`config.mk`:
```
export PLATFORM = sky130hd
export DESIGN_NAME = inactivity_watchdog_regs
export DESIGN_NICKNAME = d
export VERILOG_FILES = /design/src/design/wdt_pkg.sv /design/src/design/inactivity_watchdog_regs.sv /design/src/design/wdt_tick_gen.sv
export VERILOG_INCLUDE_DIRS = /design/src /design/src/design
export SDC_FILE = /design/constraint.sdc
export NUM_CORES = 1
export LEC_CHECK = 0
export BUFFER_PORTS_ARGS = -buffer_cell sky130_fd_sc_hd__buf_2
export CORE_ASPECT_RATIO = 0.9
export CORE_MARGIN = 5
export CORE_UTILIZATION = 50
export DETAILED_ROUTE_END_ITERATION = 12
export GPL_ROUTABILITY_DRIVEN = 1
export PLACE_DENSITY = 0.68
export SYNTH_ARGS = -nofsm -noshare
export SYNTH_HDL_FRONTEND = slang
export SYNTH_SLANG_ARGS = --single-unit
export TNS_END_PERCENT = 20
```
`constraint.sdc`:
```
create_clock -name i_clk_sys -period 3.04 [get_ports i_clk_sys]
set_input_delay 0.304 -clock i_clk_sys [delete_from_list [all_inputs] [get_ports i_clk_sys]]
set_output_delay 0.304 -clock i_clk_sys [all_outputs]
set_load 0.05 [all_outputs]
```
`src/design/wdt_consts.svh`:
```
// register offsets, field positions, reset values and timing counts of the inactivity watchdog
// assumes inclusion by bare name from the package and the design modules
`ifndef WDT_CONSTS_SVH
`define WDT_CONSTS_SVH

// ****************************************
// register offsets
// ****************************************
`define WDT_ADDR_W          3
`define WDT_OFS_TIMEOUT     3'h0
`define WDT_OFS_TRIG_MASK   3'h1
`define WDT_OFS_STATE       3'h2
`define WDT_OFS_EVT_STS     3'h4
`define WDT_OFS_EVT_MSK     3'h5
`define WDT_OFS_ROUTE       3'h6

// ****************************************
// field positions
// ****************************************
`define WDT_MSK_KEY_BIT     0
`define WDT_MSK_MOUSE_BIT   1
`define WDT_MSK_SER1_BIT    2
`define WDT_MSK_SER2_BIT    3
`define WDT_ST_EXPIRY_BIT   0
`define WDT_ST_UNIT_LO_BIT  2
`define WDT_ST_UNIT_HI_BIT  7
`define WDT_EVT_EXPIRED_BIT 0
`define WDT_EVT_RELOAD_BIT  1
`define WDT_ROUTE_EN_BIT    0

// ****************************************
// reset values
// ****************************************
`define WDT_RST_TIMEOUT     8'h00
`define WDT_RST_TRIG_MASK   4'h0
`define WDT_RST_STATE       8'h01
`define WDT_TIMEOUT_OFF     8'h00

// ****************************************
// timing
// ****************************************
`define WDT_CLK_HZ          250000000
`define WDT_TICK_S          1
`define WDT_SEC_CYCLES      (`WDT_CLK_HZ * `WDT_TICK_S)
`define WDT_MIN_SECONDS     60

`endif

```
`src/design/wdt_pkg.sv`:
```
// types shared by the inactivity watchdog modules
// assumes wdt_consts.svh on the include path
package wdt_pkg;
  `include "wdt_consts.svh"

  typedef enum logic [1:0]
  {
    ST_IDLE    = 2'h0,
    ST_COUNT   = 2'h1,
    ST_EXPIRED = 2'h3
  } wdt_st_e;

  typedef struct packed
  {
    wdt_st_e     st;
    logic [7:0]  timeout;
    logic [7:0]  count;
    logic [3:0]  trig_mask;
    logic        unit_hi;
    logic        unit_lo;
    logic [1:0]  evt_sts;
    logic [1:0]  evt_msk;
    logic        route_en;
    logic [7:0]  rd_data;
  } wdt_state_s;

  typedef struct packed
  {
    logic [31:0] cyc;
    logic [7:0]  secs;
    logic        sec;
    logic        min;
  } tick_state_s;
endpackage

```
`src/design/inactivity_watchdog_regs.sv`:
```
// inactivity watchdog: timeout, trigger mask and state registers, countdown and expiry output
// assumes one system clock, synchronous inputs and a one-cycle read/write strobe register port
`timescale 1ns/1ps
`include "wdt_consts.svh"

module inactivity_watchdog_regs
  import wdt_pkg::*;
#(
  parameter int SEC_CYCLES  = `WDT_SEC_CYCLES,
  parameter int MIN_SECONDS = `WDT_MIN_SECONDS
)
(
  input  wire logic                   i_clk_sys,     // system clock, 250 MHz
  input  wire logic                   i_rst_n,       // synchronous reset, active low
  input  wire logic [`WDT_ADDR_W-1:0] i_addr,        // register offset
  input  wire logic [7:0]             i_wr_data,     // write data
  input  wire logic                   i_wr,          // write strobe
  input  wire logic                   i_rd,          // read strobe
  output logic      [7:0]             o_rd_data,     // read data, cycle after read strobe
  input  wire logic                   i_keyboard_irq, // keyboard_port interrupt request, high active
  input  wire logic                   i_mouse_irq,   // mouse interrupt request, high active
  input  wire logic                   i_ser1_irq,    // first serial port interrupt request
  input  wire logic                   i_ser2_irq,    // second serial port interrupt request
  output logic                        o_expiry_n,    // expiry_output, low while expired
  output logic                        o_wd_irq,      // routed watchdog interrupt, high active
  output logic                        o_irq          // event interrupt, high active level
);

  // ****************************************
  // parameter checks
  // ****************************************
  generate
    if (SEC_CYCLES < 2 || MIN_SECONDS < 1 || MIN_SECONDS > 255)
    begin : g_bad
      $error("inactivity_watchdog_regs: unsupported tick parameters");
    end
  endgenerate

  // ****************************************
  // tick source
  // ****************************************
  logic sec_tick;
  logic min_tick;

  wdt_tick_gen #(
    .SEC_CYCLES  (SEC_CYCLES),
    .MIN_SECONDS (MIN_SECONDS)
  ) u_tick (
    .i_clk_sys  (i_clk_sys),
    .i_rst_n    (i_rst_n),
    .o_sec_tick (sec_tick),
    .o_min_tick (min_tick)
  );

  // ****************************************
  // state
  // ****************************************
  localparam wdt_state_s RESET_STATE = '{
    st:        ST_IDLE,
    timeout:   `WDT_RST_TIMEOUT,
    count:     8'h00,
    trig_mask: `WDT_RST_TRIG_MASK,
    unit_hi:   1'b0,
    unit_lo:   1'b0,
    evt_sts:   2'h0,
    evt_msk:   2'h0,
    route_en:  1'b0,
    rd_data:   8'h00
  };

  wdt_state_s q;
  wdt_state_s d;

  logic [3:0] irq_lines;
  logic       trigger;
  logic       seconds_mode;
  logic       tick;
  logic       expiry_inactive;
  logic       wr_timeout;
  logic       wr_mask;
  logic       wr_state;
  logic       wr_evt_sts;
  logic       wr_evt_msk;
  logic       wr_route;
  logic [1:0] evt_set;

  // ****************************************
  // trigger and tick selection
  // ****************************************
  always_comb
  begin
    irq_lines                    = 4'h0;
    irq_lines[`WDT_MSK_KEY_BIT]   = i_keyboard_irq;
    irq_lines[`WDT_MSK_MOUSE_BIT] = i_mouse_irq;
    irq_lines[`WDT_MSK_SER1_BIT]  = i_ser1_irq;
    irq_lines[`WDT_MSK_SER2_BIT]  = i_ser2_irq;
  end

  // each request counts only with its own mask bit set
  assign trigger = |(irq_lines & q.trig_mask);

  // seconds only once both unit bits are set
  assign seconds_mode = q.unit_hi & q.unit_lo;
  assign tick         = seconds_mode ? sec_tick : min_tick;

  assign expiry_inactive = (q.st != ST_EXPIRED);

  // ****************************************
  // helpers
  // ****************************************
  // strobe qualified by one register offset
  function automatic logic reg_hit
  (
    input logic                   strobe,
    input logic [`WDT_ADDR_W-1:0] addr,
    input logic [`WDT_ADDR_W-1:0] ofs
  );
    reg_hit = strobe && (addr == ofs);
  endfunction

  // state byte: unit bits, expiry level, reserved bits zero
  function automatic logic [7:0] state_byte
  (
    input logic unit_hi,
    input logic unit_lo,
    input logic inactive
  );
    state_byte                      = 8'h00;
    state_byte[`WDT_ST_UNIT_HI_BIT] = unit_hi;
    state_byte[`WDT_ST_UNIT_LO_BIT] = unit_lo;
    state_byte[`WDT_ST_EXPIRY_BIT]  = inactive;
  endfunction

  // ****************************************
  // write decode
  // ****************************************
  assign wr_timeout = reg_hit(i_wr, i_addr, `WDT_OFS_TIMEOUT);
  assign wr_mask    = reg_hit(i_wr, i_addr, `WDT_OFS_TRIG_MASK);
  assign wr_state   = reg_hit(i_wr, i_addr, `WDT_OFS_STATE);
  assign wr_evt_sts = reg_hit(i_wr, i_addr, `WDT_OFS_EVT_STS);
  assign wr_evt_msk = reg_hit(i_wr, i_addr, `WDT_OFS_EVT_MSK);
  assign wr_route   = reg_hit(i_wr, i_addr, `WDT_OFS_ROUTE);

  // ****************************************
  // next state
  // ****************************************
  always_comb
  begin
    d         = q;
    d.rd_data = 8'h00;
    evt_set   = 2'h0;

    // countdown
    // a trigger wins over a tick in the same cycle
    // idle and expired ignore both
    unique case (q.st)
      ST_IDLE:
      begin
        d.count = 8'h00;
      end
      ST_COUNT:
      begin
        if (trigger)
        begin
          d.count                     = q.timeout;
          evt_set[`WDT_EVT_RELOAD_BIT] = 1'b1;
        end
        else if (tick)
        begin
          if (q.count <= 8'h01)
          begin
            d.count                      = 8'h00;
            d.st                         = ST_EXPIRED;
            evt_set[`WDT_EVT_EXPIRED_BIT] = 1'b1;
          end
          else
          begin
            d.count = q.count - 8'h01;
          end
        end
      end
      ST_EXPIRED:
      begin
        d.count = 8'h00;
      end
      default:
      begin
        d.st    = ST_IDLE;
        d.count = 8'h00;
      end
    endcase

    // timeout write overrides countdown and triggers
    if (wr_timeout)
    begin
      d.timeout = i_wr_data;
      d.count   = i_wr_data;
      if (i_wr_data == `WDT_TIMEOUT_OFF)
        d.st = ST_IDLE;
      else
        d.st = ST_COUNT;
      evt_set = 2'h0;
    end

    // mask keeps only the four trigger enables
    if (wr_mask)
      d.trig_mask = i_wr_data[3:0];

    // unit bits: bit 2 only sticks once bit 7 is already set
    if (wr_state)
    begin
      d.unit_hi = i_wr_data[`WDT_ST_UNIT_HI_BIT];
      d.unit_lo = i_wr_data[`WDT_ST_UNIT_LO_BIT] &
                  q.unit_hi &
                  i_wr_data[`WDT_ST_UNIT_HI_BIT];
    end

    // sticky events: write one clears, a new event wins
    if (wr_evt_sts)
      d.evt_sts = (q.evt_sts & ~i_wr_data[1:0]) | evt_set;
    else
      d.evt_sts = q.evt_sts | evt_set;

    // event mask and route enable are plain registers
    if (wr_evt_msk)
      d.evt_msk = i_wr_data[1:0];

    if (wr_route)
      d.route_en = i_wr_data[`WDT_ROUTE_EN_BIT];

    // read data, valid in the cycle after the strobe only
    if (i_rd)
    begin
      unique case (i_addr)
        `WDT_OFS_TIMEOUT:
        begin
          d.rd_data = q.timeout;
        end
        `WDT_OFS_TRIG_MASK:
        begin
          d.rd_data = {4'h0, q.trig_mask};
        end
        `WDT_OFS_STATE:
        begin
          d.rd_data = state_byte(q.unit_hi, q.unit_lo, expiry_inactive);
        end
        `WDT_OFS_EVT_STS:
        begin
          d.rd_data = {6'h00, q.evt_sts};
        end
        `WDT_OFS_EVT_MSK:
        begin
          d.rd_data = {6'h00, q.evt_msk};
        end
        `WDT_OFS_ROUTE:
        begin
          d.rd_data = {7'h00, q.route_en};
        end
        default:
        begin
          d.rd_data = 8'h00;
        end
      endcase
    end
  end

  // ****************************************
  // state register
  // ****************************************
  // reset leaves the timer idle, expiry released, units in minutes
  always_ff @(posedge i_clk_sys)
  begin
    if (!i_rst_n)
      q <= RESET_STATE;
    else
      q <= d;
  end

  // ****************************************
  // outputs
  // ****************************************
  // expiry and routed interrupt follow the state register directly
  assign o_rd_data  = q.rd_data;
  assign o_expiry_n = expiry_inactive;
  assign o_wd_irq   = q.route_en & ~expiry_inactive;
  assign o_irq      = |(q.evt_sts & q.evt_msk);
endmodule

```
`src/design/wdt_tick_gen.sv`:
```
// second and minute tick generator for the inactivity watchdog
// assumes a free-running system clock and a synchronous active-low reset
`timescale 1ns/1ps
`include "wdt_consts.svh"

module wdt_tick_gen
  import wdt_pkg::*;
#(
  parameter int SEC_CYCLES  = `WDT_SEC_CYCLES,
  parameter int MIN_SECONDS = `WDT_MIN_SECONDS
)
(
  input  wire logic i_clk_sys,   // system clock
  input  wire logic i_rst_n,     // synchronous reset, active low
  output logic      o_sec_tick,  // one-cycle pulse per second
  output logic      o_min_tick   // one-cycle pulse per minute
);

  generate
    if (SEC_CYCLES < 2 || MIN_SECONDS < 1 || MIN_SECONDS > 255)
    begin : g_bad
      $error("wdt_tick_gen: unsupported tick parameters");
    end
  endgenerate

  localparam logic [31:0] SEC_LAST = 32'(SEC_CYCLES - 1);
  localparam logic [7:0]  MIN_LAST = 8'(MIN_SECONDS - 1);

  tick_state_s q;
  tick_state_s d;

  // ****************************************
  // prescaler
  // ****************************************
  always_comb
  begin
    d     = q;
    d.sec = 1'b0;
    d.min = 1'b0;
    if (q.cyc == SEC_LAST)
    begin
      d.cyc = 32'h0000_0000;
      d.sec = 1'b1;
      if (q.secs == MIN_LAST)
      begin
        d.secs = 8'h00;
        d.min  = 1'b1;
      end
      else
      begin
        d.secs = q.secs + 8'h01;
      end
    end
    else
    begin
      d.cyc = q.cyc + 32'h0000_0001;
    end
  end

  always_ff @(posedge i_clk_sys)
  begin
    if (!i_rst_n)
      q <= '0;
    else
      q <= d;
  end

  assign o_sec_tick = q.sec;
  assign o_min_tick = q.min;
endmodule

```
==> flow_metrics.tcl <==
set metrics [dict create \
    first_iter_violations 184 \
    start_util_pct 51.52 \
    cellPowerDensity_mw_per_mm2 488.2 \
    grt_util_all_layers_pct 19.50 \
    die_h_um 93.85 \
    wl_per_cell_um 15.34 \
    min-delay-start "i_rd" \
    hold_viol 0 \
    detailedPlace.worstSlack_ns 0.2961 \
    critPathKind "reg -> reg" \
    critPathLaunchType "register" \
    synthArstFlopShare_pct 0 \
    ff2ff_path_depth 5 \
    synth_fa_ha_area_share_pct 1.922 \
    synthXorXnorAreaFrac_pct 6.502 \
    post-synth-top-area-fraction_pct 40.49 \
    synth_edf_count 0 \
    multi_input_area_mm2 0.002121 \
    dp.cells 560 \
    syn_nets 478 \
    setup-tns-final_ns 0 \
    antenna_found_initial 0 \
    first_global_vias 3063 \
    whs_path_depth 3 \
    max-cap-violations 0 \
    path_max_fanout 29 \
    diodes 0 \
    grt_max_degree 30 \
    rsz0062_at_grt "no" \
    cts-htree-levels 3 \
    clkPwrFrac_pct 39.6 \
    synthTopCellsByArea "dfxtp_1 (40%), nor2_1 (5.3%), nand2_1 (4.5%)" \
    die_x_um 103.2 \
    ir_drop_mv 0.2226 \
    rows 30 \
    numCtsBuffers 9 \
    cts_tree "built" \
    synth_warnings 0 \
    dp_hpwl_mm 6.300 \
    cts_resized 0 \
    fin_worst_skew_ns 0.008852 \
    ys_seq_area_share_pct 40.49 \
    hold_path_class "in -> reg" \
    final_layout_size_suffix_gt1_share_pct 13.54 \
    fin_ws_ns 0.2812 \
    clock-sinks 79 \
    synth-simple-area-share_pct 29.50 \
    power_switching_mw 0.5636 \
    slew_headroom_pct 56.66 \
    clock_latency_ns 0.35 \
    ys_types 55 \
    fmax_ghz 0.3625 \
    grt_overflow 0 \
    die_area_mm2 0.009683 \
    holdWs_ns 0.2245 \
    synth.largest_area_cell "dfxtp_1" \
    io_pins 30 \
    holdPathEnd "o_rd_data[0]" \
    synth_seq_cells 79 \
    r2r-start "u_tick.q[34]" \
    wl_mm 8.837 \
    worst_pin_slew_ns 0.6320 \
    worstPathArrival_ns 2.99 \
    gp_congestion 0.8417 \
    setup_viol 0 \
    r2r-end "u_tick.q[32]" \
    avgSynthCellArea_um2 8.623 \
    finalPower_mw 2.085 \
    syn_area_mm2 0.003906 \
    ys.flop_type "dfxtp_1" \
    seqPwrFrac_pct 51.3 \
    max-clock-path-buffers 2 \
    nFillCells 717 \
    syn_to_final_growth_pct 9.353 \
    synth_compound_area_share_pct 11.21 \
    p_leak_nw 1.571 \
    routed-via-count 3333 \
    cp.required_ns 3.27 \
    postCtsSetupBuffers 0 \
    p_sw_share_pct 27.03 \
    end_kind "register" \
    netlist_instances 453 \
    drc 0 \
    finalCritPeriodShare_pct 90.75 \
    firstDrtPassIters 5 \
    synth_top_family_by_area "simple AND/OR/NAND/NOR gates" \
    num-nets-final 500 \
    grt_pass1_wl_mm 14.98 \
    comb_power_share_pct 9.1 \
    instances_no_fill 576 \
    synthMuxAreaShare_pct 4.997 \
    ant_nets 0 \
    clkSlewWorstSetupHoldPaths_ns 0.09 \
    rrSetupSlack_ns 0.28 \
    clockRootBuffer "clkbuf_8" \
    drv_slew 0 \
    viasPerCell 5.786 \
    intPower_mw 1.522 \
    port_buffers 29 \
    postCtsHoldBufs 0 \
    outcome "complete, no violations" \
    regArea_mm2 0.001582 \
    core_area_mm2 0.007582 \
    period_minus_slack_ns 2.759 \
]
state kept, by name, indices dropped and copies added (netlist names):
signal and cells:
u_tick.o_sec_tick 1, q 29, o_rd_data 8, u_tick.o_min_tick 1, u_tick.q 40
cell families after synthesis:
kind of cell	after synthesis
muxes	18
and+or+nand+nor	220
xor gates and xnor gates	29
AOI/OAI and AO/OA	65
adders and majority gates	6
buffers and inverters	36
DFF	79
power by group through the flow:
stage / clock [mW] / sequential [mW] / combinational (mW)
after floorplan: 0 / 1.09 / 0.139
after global placement: 0 / 1.09 / 0.184
after detailed placement: 0 / 1.09 / 0.186
after CTS: 0.853 / 1.07 / 0.187
after global routing: 0.904 / 1.07 / 0.209
final: 0.826 / 1.07 / 0.189
metrics by stage:
step | area, um^2 | utilization [%]
after floorplan | 3906 | -
after global placement | 4061 | 53.56
after detailed placement | 4061 | 53.56
after CTS | 4272 | 56.34
after global routing | 4272 | 56.34
final | 4272 | 56.34
worst max-delay path by stage:
| stage | to | startpoint | cells after the start | slack, ns |
|---|---|---|---|---|
| floorplan | u_tick.q[34] | u_tick.q[34] | 8 | 0.58 |
| global placement | u_tick.q[13] | u_tick.q[34] | 5 | 0.36 |
| detailed placement | u_tick.q[32] | u_tick.q[34] | 5 | 0.30 |
| CTS | u_tick.q[32] | u_tick.q[34] | 5 | 0.27 |
| global route | u_tick.q[36] | u_tick.q[34] | 5 | 0.16 |
| finish | u_tick.q[32] | u_tick.q[34] | 5 | 0.28 |
worst max-delay path, stage by stage (launching register included):
cell,delay [ns]
dfxtp_1,0.34
or4b_1,0.52
or4_4,0.56
or4_1,0.76
nand2_4,0.37
nor2_1,0.09
layer usage:
metal,track usage (%),part of all wire (%),vias up
met5,0,0,-
met4,5.609,1.0,0
met3,4.009,5.5,9
met2,27.78,43,91
met1,29.36,51,1579
li1,-,-,1654
cell type report:
class	count	share of cell area, %
clock buffers	9	2.900
inverters	11	0.9666
multi-input cells	338	49.65
clock inverters	7	2.021
well taps	96	2.812
repair buffers	36	4.628
flip-flops and latches	79	37.02
Yosys cell counts, drive strengths merged, types with 2 or more instances:
library cell,instances
or4b,3
o22ai,3
a222oi,4
o21ai,11
mux2,2
and4,3
a22oi,4
and2,7
or3b,2
xnor2,9
nor2b,9
nor4b,2
mux2i,15
inv,10
o31a,2
clkbuf,12
nor2,55
dfxtp,79
nor3b,2
nand4b,3
o21a,6
nand4,16
a21boi,10
nand3,25
a21oi,14
or4,2
buf,13
nand2,48
nor3,19
a211oi,5
and3b,2
nand2b,2
ha,6
and3,5
nor4,12
xor2,20
placed cells by master (no fill, tap or decap), types with 9 or more instances in the layout:
cell	synthesis	final
a21boi_0	10	10
a21oi_1	14	14
buf_2	1	29
clkbuf_8	0	9
dfxtp_1	79	79
inv_1	10	10
mux2i_1	15	15
nand2_1	47	47
nand3_1	25	25
nand4_1	16	16
nor2_1	55	55
nor2b_1	9	9
nor3_1	18	18
nor4_1	11	11
o21ai_0	11	11
xnor2_1	9	9
xor2_1	20	20
No activity file was read; power rests on OpenSTA's default activity.
